## src/rtl/gfm_pkg.sv

```systemverilog
// constants and carrier types for the graphics function config mirrors
package gfm_pkg;

	// =========================================================
	// register offsets (byte addresses in config space)
	localparam logic [7:0]  GMC_OFF      = 8'h52;
	localparam logic [7:0]  DEVICE_ENABLE_MIRROR_OFF    = 8'h54;
	localparam logic [7:0]  SSW_OFF      = 8'h58;
	localparam logic [7:0]  BSM_OFF      = 8'h5c;
	localparam logic [7:0]  HSW_OFF      = 8'h60;

	// =========================================================
	// reset values
	localparam logic [15:0] GMC_RST      = 16'h0030;
	localparam logic [31:0] DEVICE_ENABLE_MIRROR_RST    = 32'h000003db;
	localparam logic [31:0] SSW_RST      = 32'h00000000;
	localparam logic [31:0] BSM_RST      = 32'h07800000;
	localparam logic [15:0] HSW_RST      = 16'h0000;

	// =========================================================
	// field positions
	localparam int          GMS_LSB      = 4;
	localparam int          IVD_BIT      = 1;
	localparam int          F1EN_BIT     = 4;
	localparam int          F0EN_BIT     = 3;
	localparam int          PORT_BIT     = 1;
	localparam int          HB_BIT       = 0;
	localparam int          BSM_LSB      = 20;
	localparam int          LANE_W       = 8;
	localparam int          HALF_W       = 16;
	// device_enable_mirror bits that track the source; the rest are fixed
	localparam logic [31:0] DEVICE_ENABLE_MIRROR_LIVE   = 32'h0000001a;
	localparam logic [31:0] DEVICE_ENABLE_MIRROR_FIXED  = DEVICE_ENABLE_MIRROR_RST & ~DEVICE_ENABLE_MIRROR_LIVE;

	// =========================================================
	// pre-allocation select codes and sizes in megabytes
	localparam logic [2:0]  GMS_NONE     = 3'h0;
	localparam logic [2:0]  GMS_1MB      = 3'h1;
	localparam logic [2:0]  GMS_8MB      = 3'h3;
	localparam logic [11:0] SIZE_0MB     = 12'h000;
	localparam logic [11:0] SIZE_1MB     = 12'h001;
	localparam logic [11:0] SIZE_8MB     = 12'h008;
	localparam logic [11:0] SIZE_MAX_MB  = 12'h040;
	localparam logic [11:0] BSM_RST_MB   = BSM_RST[31:20];

	// =========================================================
	// sub-class codes
	localparam logic [7:0]  SUBCL_VGA    = 8'h00;
	localparam logic [7:0]  SUBCL_OTHER  = 8'h80;

	// =========================================================
	// carriers
	typedef struct packed {
		logic        we;
		logic [5:0]  dw;
		logic [3:0]  be;
		logic [31:0] wdata;
	} gfm_cfg_req_t;

	typedef struct packed {
		logic [2:0]  memory_preallocation_select;
		logic        vga_claim_disable;
		logic        f1en;
		logic        f0en;
		logic        port_en;
		logic        smram_lock;
		logic [11:0] low_dram_top;
	} gfm_src_t;

endpackage

```

## src/rtl/gfm_scratch_reg.sv

```systemverilog
// byte-lane writable scratch register
`timescale 1ns/1ps
module gfm_scratch_reg #(
	parameter int          W   = 32,
	parameter logic [W-1:0] RST = '0
) (
	input  wire logic         clk_sys,
	input  wire logic         reset,
	input  wire logic         wr_en,
	input  wire logic [W/8-1:0] be,
	input  wire logic [W-1:0] wdata,
	output logic      [W-1:0] q
);
	logic [W-1:0] d;

	// =========================================================
	// per-lane next value
	genvar i;
	generate
		for (i = 0; i < W/8; i++) begin : g_lane
			always_comb begin
				d[i*8 +: 8] = (wr_en && be[i]) ? wdata[i*8 +: 8]
				                               : q[i*8 +: 8];
			end
		end
	endgenerate

	always_ff @(posedge clk_sys) begin
		if (reset) begin
			q <= RST;
		end else begin
			q <= d;
		end
	end
endmodule // gfm_scratch_reg

```

## src/rtl/gfm_mirrors.sv

```systemverilog
// graphics function config mirrors: register bank and decoded controls
// =========================================================
// How it works
// - select 000 means no memory; no VGA claim, sub-class 80.
// - select 001 means shared-memory mode with 1 MB frame buffer.
// - select 011 means 8 MB and is the reset value; others reserved.
// - after the SMRAM lock is set the select value is frozen.
// - VGA disable 0 (reset) with a non-zero select means claim VGA cycles, sub-class 00.
// - VGA disable 1 means no VGA claim, sub-class 80.
// - function 1 enable resets to 1; it shows or hides function 1.
// - hidden function 0 forces function 1 hidden too.
// - function 0 enable resets to 1; it shows or hides function 0.
// - express port enable resets to 1; shows or hides device 1.
// - host bridge enable always reads 1.
// - stolen base in bits 31:20, reset 078h, low bits zero.
// - stolen base is low DRAM top minus stolen size, or zero when the size exceeds the top.
// - stolen size is zero, one or eight megabytes from low DRAM top, capped at sixty-four.
// - stolen base always stays below 4 GB.
`timescale 1ns/1ps
module gfm_mirrors (
	input  wire logic                 clk_sys,
	input  wire logic                 reset,
	input  wire logic                 cfg_valid,
	input  wire gfm_pkg::gfm_cfg_req_t cfg_req,
	output logic                      cfg_ack,
	output logic               [31:0] cfg_rdata,
	input  wire gfm_pkg::gfm_src_t    src,
	output logic                      vga_claim,
	output logic                [7:0] sub_class,
	output logic                      func0_visible,
	output logic                      func1_visible,
	output logic                      port_visible,
	output logic                      host_visible,
	output logic               [11:0] stolen_base
);

	// =========================================================
	// helpers
	function automatic logic [11:0] gms_size_mb(input logic [2:0] sel);
		logic [11:0] mb;
		mb = gfm_pkg::SIZE_0MB;
		case (sel)
			gfm_pkg::GMS_1MB: mb = gfm_pkg::SIZE_1MB;
			gfm_pkg::GMS_8MB: mb = gfm_pkg::SIZE_8MB;
			default:          mb = gfm_pkg::SIZE_0MB;
		endcase
		return mb;
	endfunction

	function automatic logic is_dw(input logic [5:0] dw,
	                               input logic [7:0] off);
		return dw == off[7:2];
	endfunction

	function automatic logic [11:0] base_of(input logic [11:0] top,
	                                        input logic [11:0] mb);
		logic [11:0] sz;
		sz = (mb > gfm_pkg::SIZE_MAX_MB) ? gfm_pkg::SIZE_MAX_MB : mb;
		// 12-bit field cannot reach 4 GB; clamp instead of wrapping
		return (sz > top) ? gfm_pkg::SIZE_0MB : top - sz;
	endfunction

	// =========================================================
	// mirror state
	logic [2:0]  gms_q,  gms_d;
	logic        ivd_q,  ivd_d;
	logic        f1_q,   f1_d;
	logic        f0_q,   f0_d;
	logic        pe_q,   pe_d;
	logic        lock_q, lock_d;
	logic [11:0] base_q, base_d;

	always_comb begin
		lock_d = lock_q | src.smram_lock;
		// the lock only clears on reset, so the freeze is one-way
		gms_d  = lock_q ? gms_q : src.memory_preallocation_select;
		ivd_d  = src.vga_claim_disable;
		f1_d   = src.f1en;
		f0_d   = src.f0en;
		pe_d   = src.port_en;
		base_d = base_of(src.low_dram_top, gms_size_mb(gms_q));
	end

	always_ff @(posedge clk_sys) begin
		if (reset) begin
			gms_q  <= gfm_pkg::GMC_RST[gfm_pkg::GMS_LSB +: 3];
			ivd_q  <= gfm_pkg::GMC_RST[gfm_pkg::IVD_BIT];
			f1_q   <= gfm_pkg::DEVICE_ENABLE_MIRROR_RST[gfm_pkg::F1EN_BIT];
			f0_q   <= gfm_pkg::DEVICE_ENABLE_MIRROR_RST[gfm_pkg::F0EN_BIT];
			pe_q   <= gfm_pkg::DEVICE_ENABLE_MIRROR_RST[gfm_pkg::PORT_BIT];
			lock_q <= 1'b0;
			base_q <= gfm_pkg::BSM_RST_MB;
		end else begin
			gms_q  <= gms_d;
			ivd_q  <= ivd_d;
			f1_q   <= f1_d;
			f0_q   <= f0_d;
			pe_q   <= pe_d;
			lock_q <= lock_d;
			base_q <= base_d;
		end
	end

	// =========================================================
	// decoded controls
	always_comb begin
		vga_claim     = (gms_q != gfm_pkg::GMS_NONE) && !ivd_q;
		sub_class     = vga_claim ? gfm_pkg::SUBCL_VGA
		                          : gfm_pkg::SUBCL_OTHER;
		func0_visible = f0_q;
		func1_visible = f0_q && f1_q;
		port_visible  = pe_q;
		host_visible  = 1'b1;
		stolen_base   = base_q;
	end

	// =========================================================
	// register images
	logic [15:0] gmc_img;
	logic [31:0] device_enable_mirror_img;
	logic [31:0] bsm_img;
	logic [31:0] ssw_q;
	logic [15:0] hsw_q;

	always_comb begin
		gmc_img = '0;
		gmc_img[gfm_pkg::GMS_LSB +: 3] = gms_q;
		gmc_img[gfm_pkg::IVD_BIT]      = ivd_q;
		device_enable_mirror_img = gfm_pkg::DEVICE_ENABLE_MIRROR_FIXED;
		device_enable_mirror_img[gfm_pkg::F1EN_BIT] = f1_q;
		device_enable_mirror_img[gfm_pkg::F0EN_BIT] = f0_q;
		device_enable_mirror_img[gfm_pkg::PORT_BIT] = pe_q;
		bsm_img = {base_q, 20'h00000};
	end

	// =========================================================
	// scratch registers
	logic ssw_we;
	logic hsw_we;

	always_comb begin
		ssw_we = cfg_valid && cfg_req.we && is_dw(cfg_req.dw, gfm_pkg::SSW_OFF);
		hsw_we = cfg_valid && cfg_req.we && is_dw(cfg_req.dw, gfm_pkg::HSW_OFF);
	end

	gfm_scratch_reg #(
		.W   (32),
		.RST (gfm_pkg::SSW_RST)
	) u_ssw (
		.clk_sys (clk_sys),
		.reset   (reset),
		.wr_en   (ssw_we),
		.be      (cfg_req.be),
		.wdata   (cfg_req.wdata),
		.q       (ssw_q)
	);

	// hardware scratch sits in the low half of its dword
	gfm_scratch_reg #(
		.W   (16),
		.RST (gfm_pkg::HSW_RST)
	) u_hsw (
		.clk_sys (clk_sys),
		.reset   (reset),
		.wr_en   (hsw_we),
		.be      (cfg_req.be[1:0]),
		.wdata   (cfg_req.wdata[15:0]),
		.q       (hsw_q)
	);

	// =========================================================
	// config read path: one cycle from request to answer
	logic        ack_q, ack_d;
	logic [31:0] rd_q,  rd_d;

	always_comb begin
		ack_d = cfg_valid;
		rd_d  = '0;
		if (!cfg_valid || cfg_req.we) begin
			rd_d = '0;
		end else if (is_dw(cfg_req.dw, gfm_pkg::GMC_OFF)) begin
			// mirror occupies the upper half of its dword
			rd_d = {gmc_img, 16'h0000};
		end else if (is_dw(cfg_req.dw, gfm_pkg::DEVICE_ENABLE_MIRROR_OFF)) begin
			rd_d = device_enable_mirror_img;
		end else if (is_dw(cfg_req.dw, gfm_pkg::SSW_OFF)) begin
			rd_d = ssw_q;
		end else if (is_dw(cfg_req.dw, gfm_pkg::BSM_OFF)) begin
			rd_d = bsm_img;
		end else if (is_dw(cfg_req.dw, gfm_pkg::HSW_OFF)) begin
			rd_d = {16'h0000, hsw_q};
		end
	end

	always_ff @(posedge clk_sys) begin
		if (reset) begin
			ack_q <= 1'b0;
			rd_q  <= '0;
		end else begin
			ack_q <= ack_d;
			rd_q  <= rd_d;
		end
	end

	always_comb begin
		cfg_ack   = ack_q;
		cfg_rdata = rd_q;
	end

	// =========================================================
	// checks
	logic rd_device_enable_mirror_q;
	logic rd_bsm_q;

	always_ff @(posedge clk_sys) begin
		if (reset) begin
			rd_device_enable_mirror_q <= 1'b0;
			rd_bsm_q   <= 1'b0;
		end else begin
			rd_device_enable_mirror_q <= cfg_valid && !cfg_req.we
			              && is_dw(cfg_req.dw, gfm_pkg::DEVICE_ENABLE_MIRROR_OFF);
			rd_bsm_q   <= cfg_valid && !cfg_req.we
			              && is_dw(cfg_req.dw, gfm_pkg::BSM_OFF);
		end
	end
endmodule // gfm_mirrors

```

## config.mk

```make
export PLATFORM = sky130hd
export DESIGN_NAME = gfm_mirrors
export DESIGN_NICKNAME = d
export VERILOG_FILES = /design/src/rtl/gfm_pkg.sv /design/src/rtl/gfm_scratch_reg.sv /design/src/rtl/gfm_mirrors.sv
export SDC_FILE = /design/constraint.sdc
export NUM_CORES = 1
export LEC_CHECK = 0
export BUFFER_PORTS_ARGS = -buffer_cell sky130_fd_sc_hd__buf_2
export CORE_UTILIZATION = 35
export CTS_CLUSTER_DIAMETER = 100
export DETAILED_ROUTE_END_ITERATION = 8
export HOLD_SLACK_MARGIN = 0.02
export PLACE_DENSITY_LB_ADDON = 0.08
export SLEW_MARGIN = 30
export SYNTH_ARGS = -nofsm -noshare
export SYNTH_HDL_FRONTEND = slang
export SYNTH_SLANG_ARGS = --single-unit
```

## constraint.sdc

```tcl
create_clock -name clk_sys -period 2.64 [get_ports clk_sys]
set_clock_uncertainty 0.1 [all_clocks]
set_input_delay 0.132 -clock clk_sys [delete_from_list [all_inputs] [get_ports clk_sys]]
set_output_delay 0.132 -clock clk_sys [all_outputs]
set_load 0.02 [all_outputs]
```

# After elaboration in Yosys (flattened, before gate mapping)

Index checks and enable logic that the tools add are counted.

$add $sub $neg: 1
Multipliers: 0
Div/mod/pow operators: 0
Order comparisons: 2
Equality and inequality tests: 7
Shift-type cells: 0
Muxes and demuxes: 9
Bitwise logic cells: 1
Reductions and logical operators: 19

Operator list:

| operator              | number |
|---|---|
| $mux W32              | 2 |
| $mux W23              | 2 |
| $eq A6 B5 Y1 const B  | 5 |
| $mux W16              | 1 |
| $gt A12 B12 Y1        | 1 |
| $gt A12 B7 Y1 const B | 1 |
| $mux W12              | 1 |
| $sub A12 B12 Y12      | 1 |
| $logic_and A1 B1 Y1   | 11 |
| $mux W8               | 1 |
| $pmux W4 S2           | 1 |
| $mux W7               | 1 |
| $reduce_or A2 Y1      | 2 |
| $reduce_or A4 Y1      | 1 |
| $eq A3 B1 Y1 const B  | 1 |
| $eq A3 B2 Y1 const B  | 1 |
| $reduce_bool A3 Y1    | 1 |
| $reduce_or A3 Y1      | 1 |
| $logic_not A1 Y1      | 2 |
| $logic_or A1 B1 Y1    | 1 |
| $or A1 B1 Y1          | 1 |

Flip-flop bits (word level): 101
Latch bits: 0
Bits in writable memories: 0
Bits in read-only memories: 0
Input port bits: 66
Output and inout port bits: 58
Logic and storage cells: 57
Memories kept: 0

# Logic depth before layout (Yosys ltp)

Depth after elaboration: 6
Gate-level depth with buffers: 7
Mapped depth without buffers: 7

# By module

From an unflattened synthesis, not the netlist that was laid out.

Cell total of the unflattened synthesis: 440
Area total of the unflattened synthesis: 4408.0 µm²

Modules (own cells, without submodules):

| module                   | times used | cells an instance | area each (µm²) | sequential area each (µm²) |
|---|---|---|---|---|
| gfm_mirrors              | 1          | 221               | 2200.9          | 1061.0 |
| gfm_scratch_reg at u_ssw | 1          | 146               | 1466.4          | 640.6 |
| gfm_scratch_reg at u_hsw | 1          | 73                | 740.7           | 320.3 |

# Worst setup path before layout

Ideal clock, no wire load.

Path type: register -> register
Start: register gms_q[2]
End: register base_q[11] (netlist: stolen_base[11])
Library setup time: 0.070 ns
Arrival: 2.294 ns
Data required time: 2.470 ns
Slack: 0.176 ns
Stages on the path, launching flop included: 7
Path buffers: 0
Period minus slack after synthesis: 2.464 ns
Path through: dfxtp_1 -> nand3b_1 -> ha_1 -> or4_4 -> or4_4 -> or4_1 -> a21oi_1

Word-level cells in the longest chain between the ends: 6
Elaborated cells on any way between the ends: 8
Classes of those cells: 1 x add/sub; 2 x order compare; 2 x eq/ne; 2 x mux; 1 x reduce/logical

Ends and longest elaborated chain:

| item                                                | RTL line           | source |
|---|---|---|
| start: declaration                                  | gfm_mirrors.sv:65  | `logic [2:0] gms_q, gms_d;` |
| start signal: assignment                            | gfm_mirrors.sv:86  | `gms_q <= gfm_pkg::GMC_RST[gfm_pkg::GMS_LSB +: 3];` |
| start signal: assignment                            | gfm_mirrors.sv:94  | `gms_q <= gms_d;` |
| $eq A3 B2 Y1 / $eq A3 B1 Y1 (equally long branches) | gfm_mirrors.sv:42  | `case (sel)` |
| $pmux W4 S2 *                                       | gfm_mirrors.sv:42  |  |
| $gt A12 B7 Y1                                       | gfm_mirrors.sv:58  | `sz = (mb > gfm_pkg::SIZE_MAX_MB) ? gfm_pkg::SIZE_MAX_MB : mb;` |
| $mux W12 *                                          | gfm_mirrors.sv:58  |  |
| $gt A12 B12 Y1                                      | gfm_mirrors.sv:60  | `return (sz > top) ? gfm_pkg::SIZE_0MB : top - sz;` |
| $reduce_or A2 Y1 (no line)                          | n/a                |  |
| end signal: assignment                              | gfm_mirrors.sv:92  | `base_q <= gfm_pkg::BSM_RST_MB;` |
| end signal: assignment                              | gfm_mirrors.sv:100 | `base_q <= base_d;` |
| end: declaration                                    | gfm_mirrors.sv:71  | `logic [11:0] base_q, base_d;` |

Mark *: on every way between the ends. The rest lies on a longest branch, timed or not.
A chain may end at the register's enable or synchronous reset.

# Final worst setup path

Ends and elaborated chain as after synthesis.

==> impl_metrics.prom <==
# TYPE chip_impl_metric gauge
chip_impl_info{name="reg2reg_from",value="gms_q[2]"} 1
chip_impl_metric{name="gr-total-overflow",unit=""} 0
chip_impl_info{name="result_of_the_run",value="complete, no violations"} 1
chip_impl_metric{name="max-cap-violations",unit=""} 0
chip_impl_metric{name="cts.sink_count",unit=""} 101
chip_impl_metric{name="cts_buffer_depth",unit=""} 2
chip_impl_metric{name="detailedRoute.firstIterationViolations",unit=""} 131
chip_impl_metric{name="cts-htree-levels",unit=""} 3
chip_impl_metric{name="pre_cts_slack",unit="ns"} 0.0521
chip_impl_metric{name="timing.final.crit_share",unit="%"} 97.2
chip_impl_metric{name="number_of_rows_created_at_floorplan",unit=""} 37
chip_impl_metric{name="grt_antenna_before_repair",unit=""} 0
chip_impl_metric{name="die_width",unit="µm"} 107
chip_impl_metric{name="total_leakage_power",unit="nW"} 2.16
chip_impl_metric{name="dpl.hpwl",unit="µm"} 6830
chip_impl_metric{name="detailedRoute.firstPassIterationCount",unit=""} 5
chip_impl_metric{name="tightest_slew",unit="ns"} 0.625
chip_impl_metric{name="grt_pass1_vias",unit=""} 3202
chip_impl_info{name="cts_root_buffer",value="clkbuf_8"} 1
chip_impl_metric{name="final_core_util",unit="%"} 51.2
chip_impl_metric{name="timing.critical_path.fanout_max",unit=""} 5
chip_impl_metric{name="synth_enable_flop_cells",unit=""} 0
chip_impl_metric{name="slew_violations",unit=""} 0
chip_impl_metric{name="syn-instance-count",unit=""} 404
chip_impl_info{name="timing.critical_path.cells",value="nand3b_1 -> ha_2 -> or4_4 -> or4_4 -> or4_1 -> a21oi_2"} 1
chip_impl_info{name="hp-class",value="in2reg"} 1
chip_impl_metric{name="maxClockFrequency",unit="MHz"} 390
chip_impl_metric{name="report.final.hold_viol_count",unit=""} 0
chip_impl_metric{name="cpPeakStageDelay",unit="ns"} 0.54
chip_impl_metric{name="antennaDiodeCount",unit=""} 0
chip_impl_metric{name="asyncSetResetFlopFracSynth",unit="%"} 0
chip_impl_metric{name="synth_seq_area_share",unit="%"} 52.4
chip_impl_metric{name="drt_drc",unit=""} 0
chip_impl_metric{name="setup_violations",unit=""} 0
chip_impl_metric{name="routabilityCongestion",unit=""} 0.795
chip_impl_metric{name="routed-via-count",unit=""} 3445
chip_impl_info{name="end_kind",value="flop"} 1
chip_impl_metric{name="dp_cells",unit=""} 644
chip_impl_metric{name="postCtsSetupRepairBufs",unit=""} 0
chip_impl_metric{name="period_needed",unit="ns"} 2.57
chip_impl_info{name="startpoint_type",value="flop"} 1
chip_impl_metric{name="initial_core_util",unit="%"} 36.7
chip_impl_metric{name="vias_per_cell",unit=""} 4.83
chip_impl_metric{name="synthToLayoutAreaGrowth",unit="%"} 39.3
chip_impl_metric{name="count_of_unique_library_cells_instantiated_by_yosys",unit=""} 40
chip_impl_metric{name="ant_nets",unit=""} 0
chip_impl_metric{name="hold_slack",unit="ns"} 0.0838
chip_impl_metric{name="cell_area_after_technology_mapping",unit="µm²"} 3860
chip_impl_metric{name="final_nets",unit=""} 641
chip_impl_metric{name="finish.cell_count_without_fillers",unit=""} 713
chip_impl_metric{name="numCtsBuffers",unit=""} 9
chip_impl_metric{name="peakVddDrop",unit="µV"} 359
chip_impl_metric{name="die_area",unit="µm²"} 11500
chip_impl_info{name="critPathKind",value="reg2reg"} 1
chip_impl_metric{name="globalRouteTotalUtil",unit="%"} 17.9
chip_impl_metric{name="design.core.area",unit="µm²"} 10500
chip_impl_info{name="cpMostUsedCell",value="or4_4"} 1
chip_impl_info{name="synth-main-ff-cell",value="dfxtp_1"} 1
chip_impl_metric{name="wl_per_cell",unit="µm"} 14.2
chip_impl_metric{name="syn_avg_cell_area",unit="µm²"} 9.55
chip_impl_info{name="slowest_stage",value="or4_1"} 1
chip_impl_info{name="cp-startpoint",value="gms_q[2]"} 1
chip_impl_metric{name="max_slew_headroom_at_the_worst_pin",unit="%"} 58.4
chip_impl_metric{name="clk_transition_reported_paths",unit="ns"} 0.10
chip_impl_metric{name="setup_ws",unit="ns"} 0.0727
chip_impl_metric{name="yosys_register_bits",unit=""} 101
chip_impl_metric{name="crit_arrival",unit="ns"} 2.76
chip_impl_metric{name="cp_required",unit="ns"} 2.83
chip_impl_info{name="hold_path_startpoint",value="src[17]"} 1
chip_impl_metric{name="design.portCount",unit=""} 124
chip_impl_metric{name="drive_above_1_share",unit="%"} 28.9
chip_impl_metric{name="die_height",unit="µm"} 107
chip_impl_metric{name="clkLatencyLatePin",unit="ns"} 0.36
chip_impl_metric{name="grt_pass1_wl",unit="µm"} 15900
chip_impl_metric{name="io_buffer_count",unit=""} 115
chip_impl_info{name="tritoncts_clock_tree",value="built"} 1
chip_impl_metric{name="ys_warn_count",unit=""} 0
chip_impl_metric{name="grt_max_degree",unit=""} 56
chip_impl_metric{name="power_density",unit="nW/µm²"} 537
chip_impl_metric{name="drt_wl_total",unit="µm"} 10100
==> power breakdown <==
part | internal, mW | switching, mW
Clock | 0.492 | 0.514
Combinational | 0.153 | 0.164
Sequential | 1.55 | 0.0164
Total | 2.19 | 0.694
==> cells in the mapped netlist (4+ instances only) <==
master | instances | area share [%]
nor2_1 | 61 | 5.9
nor3b_1 | 4 | 0.78
a21oi_1 | 20 | 2.6
mux2i_1 | 33 | 8.6
nand2_1 | 21 | 2.0
and3_1 | 5 | 0.81
a22oi_1 | 20 | 3.9
nor3_1 | 10 | 1.3
o21ai_0 | 6 | 0.78
xnor2_1 | 8 | 1.8
nand3_1 | 20 | 2.6
buf_4 | 8 | 1.6
dfxtp_1 | 101 | 52
or2_2 | 4 | 0.65
clkbuf_1 | 25 | 2.4
nor2b_1 | 9 | 1.5
a221oi_1 | 8 | 1.8
o21bai_1 | 4 | 0.78
==> path summary, 6_finish.rpt <==
kind                      to  slack, ns  depth (start not counted)
min                 gms_q[0]       0.08                          3
max reg2reg  stolen_base[11]       0.07                          6
max          stolen_base[11]       0.07                          6
min reg2reg       u_hsw.q[0]       0.36                          2
==> what timing repair did <==
action,in CTS,in global routing
endpoints found under the setup margin,0,2
resized for setup,0,4
hold buffers,53,0
endpoints found under the hold margin,67,0
==> final cells by class <==
class                           count  area, µm²
Clock buffer                       11        151
Clock inverter                      5       57.6
Fill cell                        1026       5130
Inverter                            3       11.3
Multi-Input combinational cell    271       1710
Sequential cell                   101       2020
Tap cell                          136        170
Timing Repair Buffer              186       1250
==> placed cells by master, fill, tap and decap left out, types with 2 or more instances in the layout <==
master	n
buf_2	115
dfxtp_1	100
nor2_1	60
dlygate4sd3_1	53
mux2i_1	33
nand2_1	21
nand3_1	20
a22oi_1	20
a21oi_1	18
buf_4	17
clkbuf_8	11
nor3_1	10
nor2b_1	9
xnor2_1	8
a221oi_1	8
conb_1	8
and3_1	5
o21ai_0	5
or2_2	4
o21bai_1	4
inv_1	3
nor3b_1	3
and2_1	3
nand2b_1	2
nor3_2	2
or4_4	2
or3b_2	2
a21oi_2	2
a2111oi_0	2
a211oi_1	2
a211o_1	2
ha_1	2
clkinv_2	2
==> worst max-delay path, delay by kind of cell, from the launching register on <==
| family | cells | cell delay, ns |
|---|---|---|
| simple gates | 4 | 1.71 |
| compound gates | 1 | 0.14 |
| fa+ha+maj | 1 | 0.20 |
| flops | 1 | 0.35 |
==> cell families after synthesis <==
logic type | share of synthesized area, %
simple gates | 19.8
flops | 52.4
compound gates | 11.8
buf+inv | 4.47
mux | 8.56
xor+xnor | 1.82
fa+ha+maj | 0.973
other cells | 0.195
==> per-stage QoR <==
stage / TNS [ns] / cell area, µm² / power, mW
final: 0 / 5380 / 2.89
after global routing: -0.00220 / 5380 / 3.01
after CTS: 0 / 5370 / 2.93
after detailed placement: 0 / 4630 / 1.85
after global placement: 0 / 4630 / 1.85
after floorplan: 0 / 3880 / 1.74
==> state kept, by name, indices dropped and copies added, names as in the netlist, 3 cells and up <==
name / count
stolen_base: 12
cfg_rdata: 32
u_ssw.q: 32
u_hsw.q: 16
gms_q: 3
==> routing by layer <==
metal,share of wire [%],vias up,track usage [%]
met1,45,1599,22.8
met5,0,-,0
li1,-,1731,-
met2,47,103,29.4
met3,5.8,12,5.05
met4,1.3,0,5.38
Note: power is estimated with default switching activity, not from simulation.
